$ cat config.mk
export PLATFORM = sky130hd
export DESIGN_NAME = spr_core
export DESIGN_NICKNAME = d
export VERILOG_FILES = /design/src/spr_pkg.sv /design/src/spr_core.sv
export SDC_FILE = /design/constraint.sdc
export NUM_CORES = 1
export LEC_CHECK = 0
export ABC_AREA = 1
export BUFFER_PORTS_ARGS = -buffer_cell sky130_fd_sc_hd__buf_2
export CORE_AREA = 4 4 198 200
export DETAILED_ROUTE_END_ITERATION = 8
export DIE_AREA = 0 0 202 204
export GPL_TIMING_DRIVEN = 0
export HOLD_SLACK_MARGIN = 0.03
export PLACE_DENSITY = 0.69
export SETUP_SLACK_MARGIN = 0.05
export SYNTH_ARGS = -nofsm -noshare
export SYNTH_HDL_FRONTEND = slang
export SYNTH_SLANG_ARGS = --single-unit
$ cat constraint.sdc
create_clock -name ref_clk -period 13.55 [get_ports ref_clk]
set_clock_uncertainty 0.05 [all_clocks]
set_input_delay 2.0325 -clock ref_clk [delete_from_list [all_inputs] [get_ports ref_clk]]
set_output_delay 2.0325 -clock ref_clk [all_outputs]
set_load 0.01 [all_outputs]
$ cat src/spr_pkg.sv
// Constants, types and register map of the synthesizer post divider and page register block
// Summary of operation
// - Filter register bit 0 picks synth 0 loop filter: 0 external, 1 internal.
// - Filter register bit 1 picks synth 1 loop filter, same encoding.
// - Synth 0 phase value advances all its clocks by value/256 of a period.
// - Synth 1 phase value advances all its clocks by value/256 of a period.
// - Page bit 0 low maps serial addresses to 0x00-0x7E; 0x7F always reaches page.
// - Page bit 0 high maps serial addresses to the upper page from 0x80.
// - Divider A divides synth 0 by bits 22:0; software keeps bit 23 zero.
// - Divider B divides synth 0 by bits 22:0; software writes bit 23 zero.
// - Divider C bits 23:20 all ones gives frame pulse, period in bits 15:0.
// - Otherwise divider C gives a 50% clock divided by all 24 bits.
// - Odd divider C ratios near maximum rate may leave the 45-55% duty band.
// - Odd divider C ratios of 11 or more keep duty within 45-55%.
// - Even nonzero divider C ratios always keep duty within 45-55%; ratio 0 holds the output high.
// - Frame pulse related clock: 00 A, 01 B, 11 D, 10 reserved; width one period.
package spr_pkg;

	////////////////////////////////////////////////////////////////////////////////
	localparam logic [7:0]  ADDR_FILTER   = 8'h77;
	localparam logic [7:0]  ADDR_PHASE0   = 8'h78;
	localparam logic [7:0]  ADDR_PHASE1   = 8'h7A;
	localparam logic [7:0]  ADDR_PAGE     = 8'h7F;
	localparam logic [7:0]  ADDR_DIV_A    = 8'h80;
	localparam logic [7:0]  ADDR_DIV_B    = 8'h83;
	localparam logic [7:0]  ADDR_DIV_C    = 8'h86;
	localparam logic [6:0]  SER_PAGE_ADDR = 7'h7F;

	localparam logic [7:0]  RST_BYTE      = 8'h00;
	localparam logic [23:0] RST_DIV_A     = 24'h000002;
	localparam logic [23:0] RST_DIV_B     = 24'h000002;
	localparam logic [23:0] RST_DIV_C     = 24'h000040;

	localparam int          FILT_S0_BIT   = 0;
	localparam int          FILT_S1_BIT   = 1;
	localparam int          PAGE_BIT      = 0;
	localparam int          PH_W          = 8;
	localparam int          DIV_W         = 24;
	localparam int          DIV_AB_W      = 23;
	localparam int          FP_MODE_LSB   = 20;
	localparam logic [3:0]  FP_MODE_CODE  = 4'hF;
	localparam int          FP_SEL_LSB    = 16;
	localparam int          FP_POL_BIT    = 18;
	localparam int          FP_PER_W      = 16;
	localparam logic [1:0]  REL_A         = 2'h0;
	localparam logic [1:0]  REL_B         = 2'h1;
	localparam logic [1:0]  REL_D         = 2'h3;

	////////////////////////////////////////////////////////////////////////////////
	typedef enum logic [1:0] {
		CM_CLOCK = 2'h1,
		CM_PULSE = 2'h2
	} spr_cmode_t;

	typedef struct packed {
		logic       valid;
		logic       write;
		logic [6:0] addr;
		logic [7:0] wdata;
	} spr_acc_t;

	typedef struct packed {
		logic s0_tick;
		logic s1_tick;
		logic s0_out_a;
		logic s0_out_b;
		logic s0_out_c;
	} spr_clk_t;

	typedef struct packed {
		logic [7:0]          filt;
		logic [PH_W-1:0]     ph0;
		logic [PH_W-1:0]     ph1;
		logic [7:0]          page;
		logic [DIV_W-1:0]    div_a;
		logic [DIV_W-1:0]    div_b;
		logic [DIV_W-1:0]    div_c;
		logic [PH_W-1:0]     ph_cnt0;
		logic [PH_W-1:0]     ph_cnt1;
		logic [DIV_W-1:0]    cnt_a;
		logic [DIV_W-1:0]    cnt_b;
		logic [DIV_W-1:0]    cnt_c;
		logic [FP_PER_W-1:0] fp_cnt;
		logic                fp_active;
		logic                rel_prev;
		spr_cmode_t          cmode;
		spr_clk_t            clk;
		logic [7:0]          rdata;
		logic                rvalid;
	} spr_state_t;

endpackage

$ cat src/spr_core.sv
// Synthesizer configuration registers, phase advance and post dividers A, B, C of synthesizer 0
`timescale 1ns/1ps
module spr_core #(
	parameter int PHASE_W = 8                     // Phase step width, one period is 2**PHASE_W ref_clk cycles
) (
	input  wire logic             ref_clk,        // Block clock, 40 MHz
	input  wire logic             nrst,           // Asynchronous reset, active low
	input  wire spr_pkg::spr_acc_t acc,           // Byte access from the serial port front end
	input  wire logic             s0_div_d_rise,  // Rising edge of synth 0 divider D output, one cycle
	output logic [7:0]            acc_rdata,      // Read data, valid with acc_rvalid
	output logic                  acc_rvalid,     // Read answer pulse
	output logic                  s0_loop_filter_choice, // Synth 0 loop filter: 1 internal
	output logic                  s1_loop_filter_choice, // Synth 1 loop filter: 1 internal
	output spr_pkg::spr_clk_t     clk_out,        // Synth ticks and divided outputs
	output logic [23:0]           divide_ratio_c, // Active divider C setting
	output logic                  s0_pulse_mode   // Divider C in frame pulse mode
);
	import spr_pkg::*;

	// Elaboration check: the phase counter is sized by the package width
	if (PHASE_W != PH_W) begin : g_bad_phase_w
		$error("spr_core: PHASE_W must equal the phase register width");
	end

	spr_state_t st_r;
	spr_state_t st_nxt;

	////////////////////////////////////////////////////////////////////////////////
	// Divider step: next count and 50% output; odd ratios hold high one tick longer
	function automatic logic [DIV_W:0] div_step(input logic [DIV_W-1:0] cnt,
		input logic [DIV_W-1:0] ratio);
		logic [DIV_W-1:0] n;
		logic [DIV_W-1:0] half;
		logic [DIV_W-1:0] nc;
		n = (ratio == '0) ? DIV_W'(1) : ratio;
		half = DIV_W'((n + DIV_W'(1)) >> 1);
		nc = (cnt >= n - DIV_W'(1)) ? '0 : cnt + DIV_W'(1);
		return {(nc < half), nc};
	endfunction

	// Seven-bit serial address to eight-bit register address
	function automatic logic [7:0] full_addr(input logic [6:0] a, input logic pg);
		return (a == SER_PAGE_ADDR) ? ADDR_PAGE : {pg, a};
	endfunction

	// Byte of a three-byte register, most significant byte at the lowest address
	function automatic logic [7:0] pick_byte(input logic [DIV_W-1:0] v, input logic [7:0] idx);
		case (idx)
			8'h00:   return v[23:16];
			8'h01:   return v[15:8];
			8'h02:   return v[7:0];
			default: return RST_BYTE;
		endcase
	endfunction

	function automatic logic [DIV_W-1:0] put_byte(input logic [DIV_W-1:0] v, input logic [7:0] idx,
		input logic [7:0] b);
		logic [DIV_W-1:0] r;
		r = v;
		case (idx)
			8'h00:   r[23:16] = b;
			8'h01:   r[15:8] = b;
			8'h02:   r[7:0] = b;
			default: r = v;
		endcase
		return r;
	endfunction

	////////////////////////////////////////////////////////////////////////////////
	logic [7:0]       fa;
	logic [DIV_W:0]   step_a;
	logic [DIV_W:0]   step_b;
	logic [DIV_W:0]   step_c;
	logic             rel_clk;
	logic             rel_rise;
	logic [FP_PER_W-1:0] fp_per;

	always_comb begin
		st_nxt = st_r;
		fa = full_addr(acc.addr, st_r.page[PAGE_BIT]);
		st_nxt.rvalid = 1'b0;

		// Register writes take effect at the next edge, so the following access sees a new page
		if (acc.valid && acc.write) begin
			if (fa == ADDR_FILTER)
				st_nxt.filt = {6'h00, acc.wdata[1:0]};
			else if (fa == ADDR_PHASE0)
				st_nxt.ph0 = acc.wdata;
			else if (fa == ADDR_PHASE1)
				st_nxt.ph1 = acc.wdata;
			else if (fa == ADDR_PAGE)
				st_nxt.page = {7'h00, acc.wdata[PAGE_BIT]};
			else if (fa >= ADDR_DIV_A && fa < ADDR_DIV_B)
				st_nxt.div_a = put_byte(st_r.div_a, fa - ADDR_DIV_A, acc.wdata);
			else if (fa >= ADDR_DIV_B && fa < ADDR_DIV_C)
				st_nxt.div_b = put_byte(st_r.div_b, fa - ADDR_DIV_B, acc.wdata);
			else if (fa >= ADDR_DIV_C && fa < ADDR_DIV_C + 8'h03)
				st_nxt.div_c = put_byte(st_r.div_c, fa - ADDR_DIV_C, acc.wdata);
		end

		// Reads answer one cycle later; unmapped bytes read zero
		if (acc.valid && !acc.write) begin
			st_nxt.rvalid = 1'b1;
			if (fa == ADDR_FILTER)
				st_nxt.rdata = st_r.filt;
			else if (fa == ADDR_PHASE0)
				st_nxt.rdata = st_r.ph0;
			else if (fa == ADDR_PHASE1)
				st_nxt.rdata = st_r.ph1;
			else if (fa == ADDR_PAGE)
				st_nxt.rdata = st_r.page;
			else if (fa >= ADDR_DIV_A && fa < ADDR_DIV_B)
				st_nxt.rdata = pick_byte(st_r.div_a, fa - ADDR_DIV_A);
			else if (fa >= ADDR_DIV_B && fa < ADDR_DIV_C)
				st_nxt.rdata = pick_byte(st_r.div_b, fa - ADDR_DIV_B);
			else if (fa >= ADDR_DIV_C && fa < ADDR_DIV_C + 8'h03)
				st_nxt.rdata = pick_byte(st_r.div_c, fa - ADDR_DIV_C);
			else
				st_nxt.rdata = RST_BYTE;
		end

		// Synth period model: 2**PH_W steps; a tick falls earlier by the phase value
		st_nxt.ph_cnt0 = st_r.ph_cnt0 + PH_W'(1);
		st_nxt.ph_cnt1 = st_r.ph_cnt1 + PH_W'(1);
		st_nxt.clk.s0_tick = (PH_W'(st_r.ph_cnt0 + st_r.ph0) == '0);
		st_nxt.clk.s1_tick = (PH_W'(st_r.ph_cnt1 + st_r.ph1) == '0);

		// Mode of divider C
		st_nxt.cmode = (st_r.div_c[DIV_W-1:FP_MODE_LSB] == FP_MODE_CODE) ? CM_PULSE : CM_CLOCK;

		// Dividers A and B count synth 0 ticks, so they inherit its phase advance
		step_a = div_step(st_r.cnt_a, {1'b0, st_r.div_a[DIV_AB_W-1:0]});
		step_b = div_step(st_r.cnt_b, {1'b0, st_r.div_b[DIV_AB_W-1:0]});
		step_c = div_step(st_r.cnt_c, st_r.div_c);
		if (st_r.clk.s0_tick) begin
			st_nxt.cnt_a = step_a[DIV_W-1:0];
			st_nxt.clk.s0_out_a = step_a[DIV_W];
			st_nxt.cnt_b = step_b[DIV_W-1:0];
			st_nxt.clk.s0_out_b = step_b[DIV_W];
		end

		// Related clock for the frame pulse
		case (st_r.div_c[FP_SEL_LSB+1:FP_SEL_LSB])
			REL_A:   rel_clk = st_r.clk.s0_out_a;
			REL_B:   rel_clk = st_r.clk.s0_out_b;
			default: rel_clk = 1'b0;
		endcase
		rel_rise = (st_r.div_c[FP_SEL_LSB+1:FP_SEL_LSB] == REL_D) ? s0_div_d_rise
			: (rel_clk && !st_r.rel_prev);
		st_nxt.rel_prev = rel_clk;
		fp_per = (st_r.div_c[FP_PER_W-1:0] == '0) ? FP_PER_W'(1) : st_r.div_c[FP_PER_W-1:0];

		case (st_r.cmode)
			CM_CLOCK: begin
				st_nxt.fp_cnt = '0;
				st_nxt.fp_active = 1'b0;
				if (st_r.clk.s0_tick) begin
					st_nxt.cnt_c = step_c[DIV_W-1:0];
					st_nxt.clk.s0_out_c = step_c[DIV_W];
				end
			end
			CM_PULSE: begin
				st_nxt.cnt_c = '0;
				// Pulse spans one related period, once every fp_per related periods
				if (rel_rise) begin
					if (st_r.fp_cnt >= fp_per - FP_PER_W'(1)) begin
						st_nxt.fp_cnt = '0;
						st_nxt.fp_active = 1'b1;
					end else begin
						st_nxt.fp_cnt = st_r.fp_cnt + FP_PER_W'(1);
						st_nxt.fp_active = 1'b0;
					end
				end
				if (st_r.div_c[FP_SEL_LSB+1:FP_SEL_LSB] == 2'h2)
					st_nxt.fp_active = 1'b0;
				st_nxt.clk.s0_out_c = st_nxt.fp_active ^ st_r.div_c[FP_POL_BIT];
			end
			default: begin
				st_nxt.cmode = CM_CLOCK;
			end
		endcase
	end

	////////////////////////////////////////////////////////////////////////////////
	always_ff @(posedge ref_clk or negedge nrst) begin
		if (!nrst) begin
			st_r.filt <= RST_BYTE;
			st_r.ph0 <= RST_BYTE;
			st_r.ph1 <= RST_BYTE;
			st_r.page <= RST_BYTE;
			st_r.div_a <= RST_DIV_A;
			st_r.div_b <= RST_DIV_B;
			st_r.div_c <= RST_DIV_C;
			st_r.ph_cnt0 <= '0;
			st_r.ph_cnt1 <= '0;
			st_r.cnt_a <= '0;
			st_r.cnt_b <= '0;
			st_r.cnt_c <= '0;
			st_r.fp_cnt <= '0;
			st_r.fp_active <= 1'b0;
			st_r.rel_prev <= 1'b0;
			st_r.cmode <= CM_CLOCK;
			st_r.clk <= '0;
			st_r.rdata <= RST_BYTE;
			st_r.rvalid <= 1'b0;
		end else begin
			st_r <= st_nxt;
		end
	end

	////////////////////////////////////////////////////////////////////////////////
	assign acc_rdata = st_r.rdata;
	assign acc_rvalid = st_r.rvalid;
	assign s0_loop_filter_choice = st_r.filt[FILT_S0_BIT];
	assign s1_loop_filter_choice = st_r.filt[FILT_S1_BIT];
	assign clk_out = st_r.clk;
	assign divide_ratio_c = st_r.div_c;
	assign s0_pulse_mode = (st_r.cmode == CM_PULSE);

endmodule

Word level (Yosys, flattened, before mapping)
Index checks and enable logic that the tools add are counted.
{ "totals": {"output_inout_bits": 41, "in_bits": 20, "romBits": 0, "latch_bits": 0, "memories": 0, "wordCells": 152, "reg_bits": 213, "ramBits": 0} }
{ "classes": {"eq_ne": 19, "shifts": 0, "order_cmp": 13, "div": 0, "add_sub_neg": 18, "multipliers": 0, "mux": 31, "n_reduce_logical": 35, "n_bitwise": 7} }
{ "op_table": {"columns": ["cell", "count"], "rows": [
  ["$mux 24", 5],
  ["$add 24x1->24 const B", 4],
  ["$pmux 41 s2", 1],
  ["$ge 24x24->1", 3],
  ["$lt 24x23->1", 3],
  ["$pmux 8 s3", 3],
  ["$mux 8", 8],
  ["$add 23x1->24 const B", 2],
  ["$sub 23x1->24 const B", 2],
  ["$logic_not 23->1", 2],
  ["$mux 23", 2],
  ["$logic_not 8->1", 5],
  ["$mux 17", 2],
  ["$eq 8x7->1 const B", 4],
  ["$reduce_and 9->1", 3],
  ["$eq 8x1->1 const B", 3],
  ["$eq 8x2->1 const B", 3],
  ["$ge 8x8->1 const B", 3],
  ["$logic_not 24->1", 1],
  ["$lt 8x8->1 const B", 3],
  ["$reduce_and 8->1", 3],
  ["$sub 24x1->24 const B", 1],
  ["$sub 8x8->8 const B", 3],
  ["$reduce_and 7->1", 3],
  ["other kinds (27)", 51]
]} }

Logic depth before layout (Yosys ltp)
Gate-level depths: netlist of the first run.
{ "depth": {"word_depth": 12, "mapped_depth": 42, "mapped_depth_nobuf": 40} }

Worst setup path after synthesis of the first run
OpenSTA, ideal clock, no wires.
{ "synth_path": {"path_kind": "flip-flop to flip-flop", "from": "register st_r, in the netlist divide_ratio_c[6]", "to": "register st_r, in the netlist clk_out[0]", "path_buffers": 2, "path_stages_with_launch": 38, "arrival_time_ns": 5.232, "period_less_slack_ns": 5.360, "required_ns": 13.423, "setup_slack_ns": 8.190, "setup_time_ns": 0.077, "cell_sequence": "dfstp_2 -> buf_2 -> inv_1 -> nand3_1 -> nor3_2 -> nand4_2 -> nand2_2 -> inv_2 -> ha_1 -> inv_1 -> nor2_1 -> inv_1 -> nor3_1 -> nand4_1 -> nor2_1 -> nand3_1 -> xor2_1 -> ha_1 -> [... 2 more ...] -> nand4_1 -> nor2_1 -> nand2_1 -> and2_1 -> nand2_1 -> inv_1 -> clkbuf_1 -> nand3_1 -> inv_1 -> ha_1 -> a21oi_1 -> nor2_1 -> a211oi_1 -> o221a_2 -> nor2_1 -> nor2_1 -> nand3_1 -> a21oi_1"} }
{ "synth_between": {"elab_chain_len": 10} }
{ "synth_rtl": {"columns": ["element", "line", "source"], "rows": [
  ["start: declaration", "spr_core.sv:25", "spr_state_t st_r;"],
  ["start signal: assignment", "spr_core.sv:207", "st_r <= st_nxt;"],
  ["branches (longest 9 deep; another with $sub 24x1->24)", null, null],
  ["$pmux 1 s2 *", "spr_core.sv:153", "case (st_r.cmode)"]
]} }
Mark *: on every way between the ends. The select of a mux whose other input is x is not followed.
A chain may end at the register's enable or synchronous reset.

Final worst setup path of the first run
Ends and elaborated chain as after synthesis.

==> impl_metrics.env, run 1 <==
export IMPL_outcome="completed"
export IMPL_timing_critical_path_slowest_stage_cell="sky130_fd_sc_hd__dfstp_2"
export IMPL_finalNetCount=2864
export IMPL_design_core_area_um2=37400
export IMPL_postSynthCellCount=2565
export IMPL_leakage_nw=9.76
export IMPL_synth_yosys_seq_area_share_pct=28.8
export IMPL_max_slew_headroom_at_the_worst_pin_pct=43.6
export IMPL_route_detailed_drc=0
export IMPL_fp_dieH_um=204
export IMPL_reg2reg_depth=37
export IMPL_crit_required_ns=13.98
export IMPL_numClockSinks=213
export IMPL_post_route_period_util_pct=51.5
export IMPL_timing_fmax_mhz=143
export IMPL_h_tree_depth=1
export IMPL_pin_slew_with_the_least_headroom_to_its_limit_ns=0.845
export IMPL_postSynth_asyncResetShare_pct=100
export IMPL_ys_types=58
export IMPL_power_switching_mw=0.404
export IMPL_postCtsResizedCells=0
export IMPL_seq_area_um2=5340
export IMPL_vias=17400
export IMPL_grt_remaining_overflow=0
export IMPL_antenna_found_initial=0
export IMPL_yosys_area_top_type="sky130_fd_sc_hd__dfrtp_1"
export IMPL_powerDensity_nw_per_um2=74.1
export IMPL_ctsHoldBuffers=0
export IMPL_row_count=71
export IMPL_synth_edf_count=0
export IMPL_place_area_um2=19500
export IMPL_final_layout_size_suffix_gt1_share_pct=10.9
export IMPL_rsz0062_at_grt="false"
export IMPL_min_path_cells=2
export IMPL_n_antenna_cell=0
export IMPL_avgSynthCellArea_um2=7.21
export IMPL_cts_root_buf="sky130_fd_sc_hd__clkbuf_16"
export IMPL_crit_fanout=10
export IMPL_timing_hold_worst_class="register to register"
export IMPL_netSwitchingFraction_pct=26.8
export IMPL_clockPowerShare_pct=47.3
export IMPL_synthToLayoutAreaGrowth_pct=10.1
export IMPL_timing_critical_path_arrival_ns=7.42
export IMPL_finalSetupViolations=0
export IMPL_synth_warning_count=0
export IMPL_final_max_slew_violation_count=0
export IMPL_timing_critical_path_to_type="register"
export IMPL_vias_per_cell=5.48
export IMPL_cellInternalPower_mw=1.11
export IMPL_first_global_vias=16600
export IMPL_grt_first_pass_wirelength_mm=86.7
export IMPL_criticalPathCategory="register to register"
export IMPL_io_pins=61
export IMPL_layout_min_cycle_time_ns=6.98
export IMPL_seqPwrFrac_pct=43.1
export IMPL_post_cts_setup_buffers=0
export IMPL_detail_route_wirelength_mm=53.5
export IMPL_cts_max_path_buffers=3
export IMPL_drt_antenna_violating_nets=0
export IMPL_place_port_buffers=60
export IMPL_finalHoldViolCount=0
export IMPL_comb_power_share_pct=9.5
export IMPL_finalSetupTns_ns=0
export IMPL_placed_cells=3139
export IMPL_grt_start_max_net_pins=104
export IMPL_maxCapViolations=0
export IMPL_track_usage_pct=25.6
export IMPL_dr_first_iter_drc_count=1431
export IMPL_detail_route_first_pass_iterations=6
export IMPL_yosysMostFrequentCell="sky130_fd_sc_hd__nand2_1"
export IMPL_p_total_mw=1.51
export IMPL_synth_cell_area_um2=18500
export IMPL_synth_seq_cells=213
export IMPL_synth_cells_most_frequent="sky130_fd_sc_hd__nand2_1 (578), sky130_fd_sc_hd__inv_1 (293), sky130_fd_sc_hd__nor2_1 (234)"
export IMPL_fp_dieW_um=202
export IMPL_design_area_um2=20400
export IMPL_clk_insertion_delay_late_ns=0.58
export IMPL_initial_utilization_pct=49.5
export IMPL_tritoncts_buffers=27
export IMPL_n_fill_cell=3598
export IMPL_synth_main_ff_cell="sky130_fd_sc_hd__dfrtp_1"
export IMPL_layoutNonFillerInstCount=3185
export IMPL_timing_hold_ws_ns=0.436
export IMPL_detail_route_wl_per_cell_um=16.8
export IMPL_clk_pin_slew_worst_paths_ns=0.06
export IMPL_multiInputGateArea_um2=11300
export IMPL_dp_hpwl_mm=42.4
export IMPL_worst_setup_path_start_kind="register"
export IMPL_irDropWorstVdd_v=0.0000854
export IMPL_design_die_area_um2=41200
export IMPL_ys_top_cells_by_area="sky130_fd_sc_hd__dfrtp_1 (28%), sky130_fd_sc_hd__ha_1 (13%), sky130_fd_sc_hd__nand2_1 (12%)"
export IMPL_synth_top_cell_area_share_pct=28.3
export IMPL_place_gp_congestion=0.933
export IMPL_tritoncts="built"
export IMPL_crit_path_max_incr_delay_ns=0.54
-- path summary, 6_finish.rpt --
path | from | to | slack [ns]
setup / recovery | divide_ratio_c[6] | clk_out[0] | 6.57
hold / removal | acc_rdata[4] | acc_rdata[4] | 0.44
setup reg to reg | divide_ratio_c[6] | clk_out[0] | 6.57
hold reg to reg | acc_rdata[4] | acc_rdata[4] | 0.44
max in group asynchronous | nrst | divide_ratio_c[6] | 10.95
min in group asynchronous | nrst | st_r[74] | 1.29
-- power by group through the flow --
stage / registers (mW) / logic, mW / clock network (mW)
final: 0.651 / 0.144 / 0.715
after global routing: 0.652 / 0.162 / 0.755
after CTS: 0.651 / 0.143 / 0.729
after detailed placement: 0.662 / 0.142 / 0
after global placement: 0.662 / 0.136 / 0
after floorplan: 0.659 / 0.0865 / 0
-- layer usage --
metal | wire length, um | up-vias | GRT usage, %
met3 | 2740 | 108 | 2.86
met1 | 23600 | 8174 | 34.3
li1 | - | 8599 | -
met2 | 25300 | 557 | 43.6
met4 | 1790 | 0 | 7.76
met5 | 0 | - | 0
-- kinds of logic (layout without fill, tap and decap cells) --
family                   Yosys count  after routing  synth area share, %
XOR/XNOR                         179            179                 8.47
adder cells (fa/ha/maj)          187            187                 12.7
AO/OA/AOI/OAI                    366            366                 10.9
other                              1              2               0.0203
buffers and inverters            438            546                 9.96
flip-flops                       213            213                 28.8
AND/OR/NAND/NOR                 1181           1181                 29.1
-- sequential cells by signal, summed over array words and instances (netlist names) --
| signal | flops |
|---|---|
| s0_loop_filter_choice | 1 |
| divide_ratio_c | 24 |
| acc_rdata | 8 |
| clk_out | 5 |
| acc_rvalid | 1 |
| st_r | 173 |
| s1_loop_filter_choice | 1 |
-- worst max-delay path: cells and delay by family (launching register included) --
family | cells | cell delay, ns
AO/OA/AOI/OAI | 5 | 0.86
buffers and inverters | 9 | 1.52
AND/OR/NAND/NOR | 19 | 2.99
flip-flops | 1 | 0.54
adder cells (fa/ha/maj) | 3 | 0.73
XOR/XNOR | 1 | 0.17
-- layout make-up --
cell class              count  share of cell area [%]
well taps                 511                    3.14
clock buffers              36                    3.63
multi-input cells        1915                    55.6
plain buffers             124                    3.26
clock inverters            10                   0.626
inverters                 314                    5.78
repair buffers             62                    1.79
flip-flops and latches    213                    26.2
-- metrics by stage --
stage / util (%) / setup slack [ns]
final: 54.5 / 6.57
after global routing: 54.5 / 6.04
after CTS: 54.5 / 6.60
after detailed placement: 52.2 / 6.68
after global placement: 52.0 / 6.59
after floorplan: - / 8.19
-- placed cells by master (no fill, tap or decap), drive strengths merged, types with 6 or more instances in the layout --
cell type / count
o21a: 9
nor2: 262
buf: 141
nor3: 102
nand4: 55
a21oi: 106
nand3b: 9
inv: 315
a211oi: 7
o22ai: 24
clkbuf: 81
nor3b: 7
dfrtp: 209
o21ai: 184
xor2: 156
nand2: 588
nand3: 120
or2: 7
o221ai: 6
ha: 185
nor4: 24
xnor2: 23
a221oi: 7
No activity file was read; power rests on OpenSTA's default activity.
==> run 2: changes to the inputs <==
PLACE_DENSITY = 0.71   (was 0.69)
clock period = 5.63 ns   (was 13.55 ns; I/O delays follow)
==> run 2 against run 1 <==
Effect of this change: combinational power rose to 2.7 times the previous value; global-route usage increased by 0.37 points; maximum frequency increased by 28%; worst hold slack lost 0.17 ns; final cell count grew 1.4%.
==> impl_metrics.env, run 2 (synthesis results as in run 1) <==
export IMPL_route_detailed_drc=0
export IMPL_timing_hold_worst_class="input port to async pin"
export IMPL_crit_required_ns=6.02
export IMPL_pin_slew_with_the_least_headroom_to_its_limit_ns=0.999
export IMPL_post_route_period_util_pct=96.6
export IMPL_layout_core_utilization_pct=56.9
export IMPL_fp_dieH_um=204
export IMPL_dr_first_iter_drc_count=1439
export IMPL_detail_route_first_pass_iterations=8
export IMPL_powerDensity_nw_per_um2=177
export IMPL_numClockSinks=213
export IMPL_detail_route_wl_per_cell_um=17.0
export IMPL_grt_first_pass_wirelength_mm=87.7
export IMPL_timing_critical_path_to_type="register"
export IMPL_drt_antenna_violating_nets=0
export IMPL_design_die_area_um2=41200
export IMPL_largest_register_ff_count=173
export IMPL_maxCapViolations=0
export IMPL_n_antenna_cell=0
export IMPL_final_layout_size_suffix_gt1_share_pct=15.9
export IMPL_synthToLayoutAreaGrowth_pct=15.1
export IMPL_timing_critical_path_arrival_ns=5.83
export IMPL_outcome="completed"
export IMPL_irDropWorstVdd_v=0.000214
export IMPL_place_area_um2=19500
export IMPL_vias_per_cell=5.50
export IMPL_initial_utilization_pct=49.5
export IMPL_timing_critical_path_slowest_stage_cell="sky130_fd_sc_hd__dfrtp_1"
export IMPL_place_port_buffers=60
export IMPL_h_tree_depth=1
export IMPL_crit_fanout=9
export IMPL_max_slew_headroom_at_the_worst_pin_pct=33.4
export IMPL_post_route_worst_setup_slack_ns=0.189
export IMPL_vias=17800
export IMPL_criticalPathCategory="register to register"
export IMPL_worst_r2r_setup_slack_ns=0.19
export IMPL_placed_cells=3138
export IMPL_grt_remaining_overflow=0
export IMPL_fp_dieW_um=202
export IMPL_io_pins=61
export IMPL_place_gp_congestion=0.934
export IMPL_crit_top_cell="sky130_fd_sc_hd__nand2_1"
export IMPL_clk_insertion_delay_late_ns=0.58
export IMPL_design_core_area_um2=37400
export IMPL_reg2reg_depth=36
export IMPL_finalSetupViolations=0
export IMPL_finalHoldViolCount=0
export IMPL_clk_pin_slew_worst_paths_ns=0.06
export IMPL_antenna_found_initial=0
export IMPL_design_area_um2=21300
export IMPL_worst_setup_path_start_kind="register"
export IMPL_detailedPlace_worstSlack_ns=-1.31
export IMPL_layoutNonFillerInstCount=3229
export IMPL_finalNetCount=2904
export IMPL_cts_root_buf="sky130_fd_sc_hd__clkbuf_16"
export IMPL_ctsHoldBuffers=0
export IMPL_timing_fmax_mhz=184
export IMPL_tritoncts="built"
export IMPL_timing_critical_path_from="divide_ratio_c[2]"
export IMPL_layout_commonest_cell="sky130_fd_sc_hd__nand2_1"
export IMPL_detail_route_wirelength_mm=54.9
export IMPL_largest_register="st_r"
export IMPL_leakage_nw=10.1
export IMPL_track_usage_pct=25.9
export IMPL_final_max_slew_violation_count=0
export IMPL_most_common_layout_cells="sky130_fd_sc_hd__nand2_1 (570), sky130_fd_sc_hd__inv_1 (281), sky130_fd_sc_hd__nor2_1 (223)"
export IMPL_layout_min_cycle_time_ns=5.44
export IMPL_grt_start_max_net_pins=126
export IMPL_timing_rr_start="divide_ratio_c[2]"
export IMPL_crit_path_max_incr_delay_ns=0.39
export IMPL_cts_max_path_buffers=3
export IMPL_tritoncts_buffers=27
export IMPL_dp_hpwl_mm=42.2
export IMPL_row_count=71
export IMPL_first_global_vias=17100
[run 2: cell count changes in the layout (fill, tap and decap cells not counted), sizes merged]
cell      change
buf          +46
inv           -4
clkinv        +2
clkbuf        -1
clkinvlp      +1
[run 2: final timing paths]
kind	end
hold / removal	st_r[73]
setup reg to reg	clk_out[0]
max in group asynchronous	st_r[109]
min in group ref_clk	acc_rdata[2]
setup / recovery	clk_out[0]
hold reg to reg	acc_rdata[2]
[run 2: power by group]
part	internal, mW	switching [mW]	total [mW]
logic	0.127	0.261	0.388
registers	1.55	0.0203	1.57
clock network	1.08	0.723	1.81
[run 2: what timing repair did]
| action | CTS | global route |
|---|---|---|
| gates resized for setup | 52 | 90 |
| buffers inserted | 9 | 38 |
| hold endpoints to repair | 0 | 0 |
| gates cloned | 0 | 1 |
| pin swaps | 6 | 37 |
| setup endpoints to repair | 13 | 3 |
[run 2: layout make-up]
type                            count  area [um^2]
Buffer                            117          717
Clock buffer                       41          808
Clock inverter                      9          119
Fill cell                        3506        16100
Inverter                          314         1200
Multi-Input combinational cell   1915        11800
Sequential cell                   213         5350
Tap cell                          511          639
Timing Repair Buffer              109          716
[run 2: critical path, delay by kind of cell, from the launching register on]
kind / cells / cell delay (ns)
xor+xnor: 1 / 0.23
fa+ha+maj: 3 / 0.70
simple gates: 21 / 2.76
buf+inv: 10 / 1.08
flops: 1 / 0.39
compound gates: 1 / 0.07
[run 2: per-layer routing]
layer	up-vias	share of wire, %	track usage (%)
li1	8685	-	-
met1	8352	43	34.2
met2	606	48	44.6
met3	118	6.0	3.25
met4	0	3.6	8.23
met5	-	0	0
[run 2: metrics by stage]
stage,total power [mW],TNS [ns],hold WS [ns]
after floorplan,1.79,0,0.399
after CTS,3.76,0,0.277
after detailed placement,1.93,-2.43,0.421
final,3.76,0,0.264
after global placement,1.92,-22.70,0.417
after global routing,3.91,-0.0185,0.315
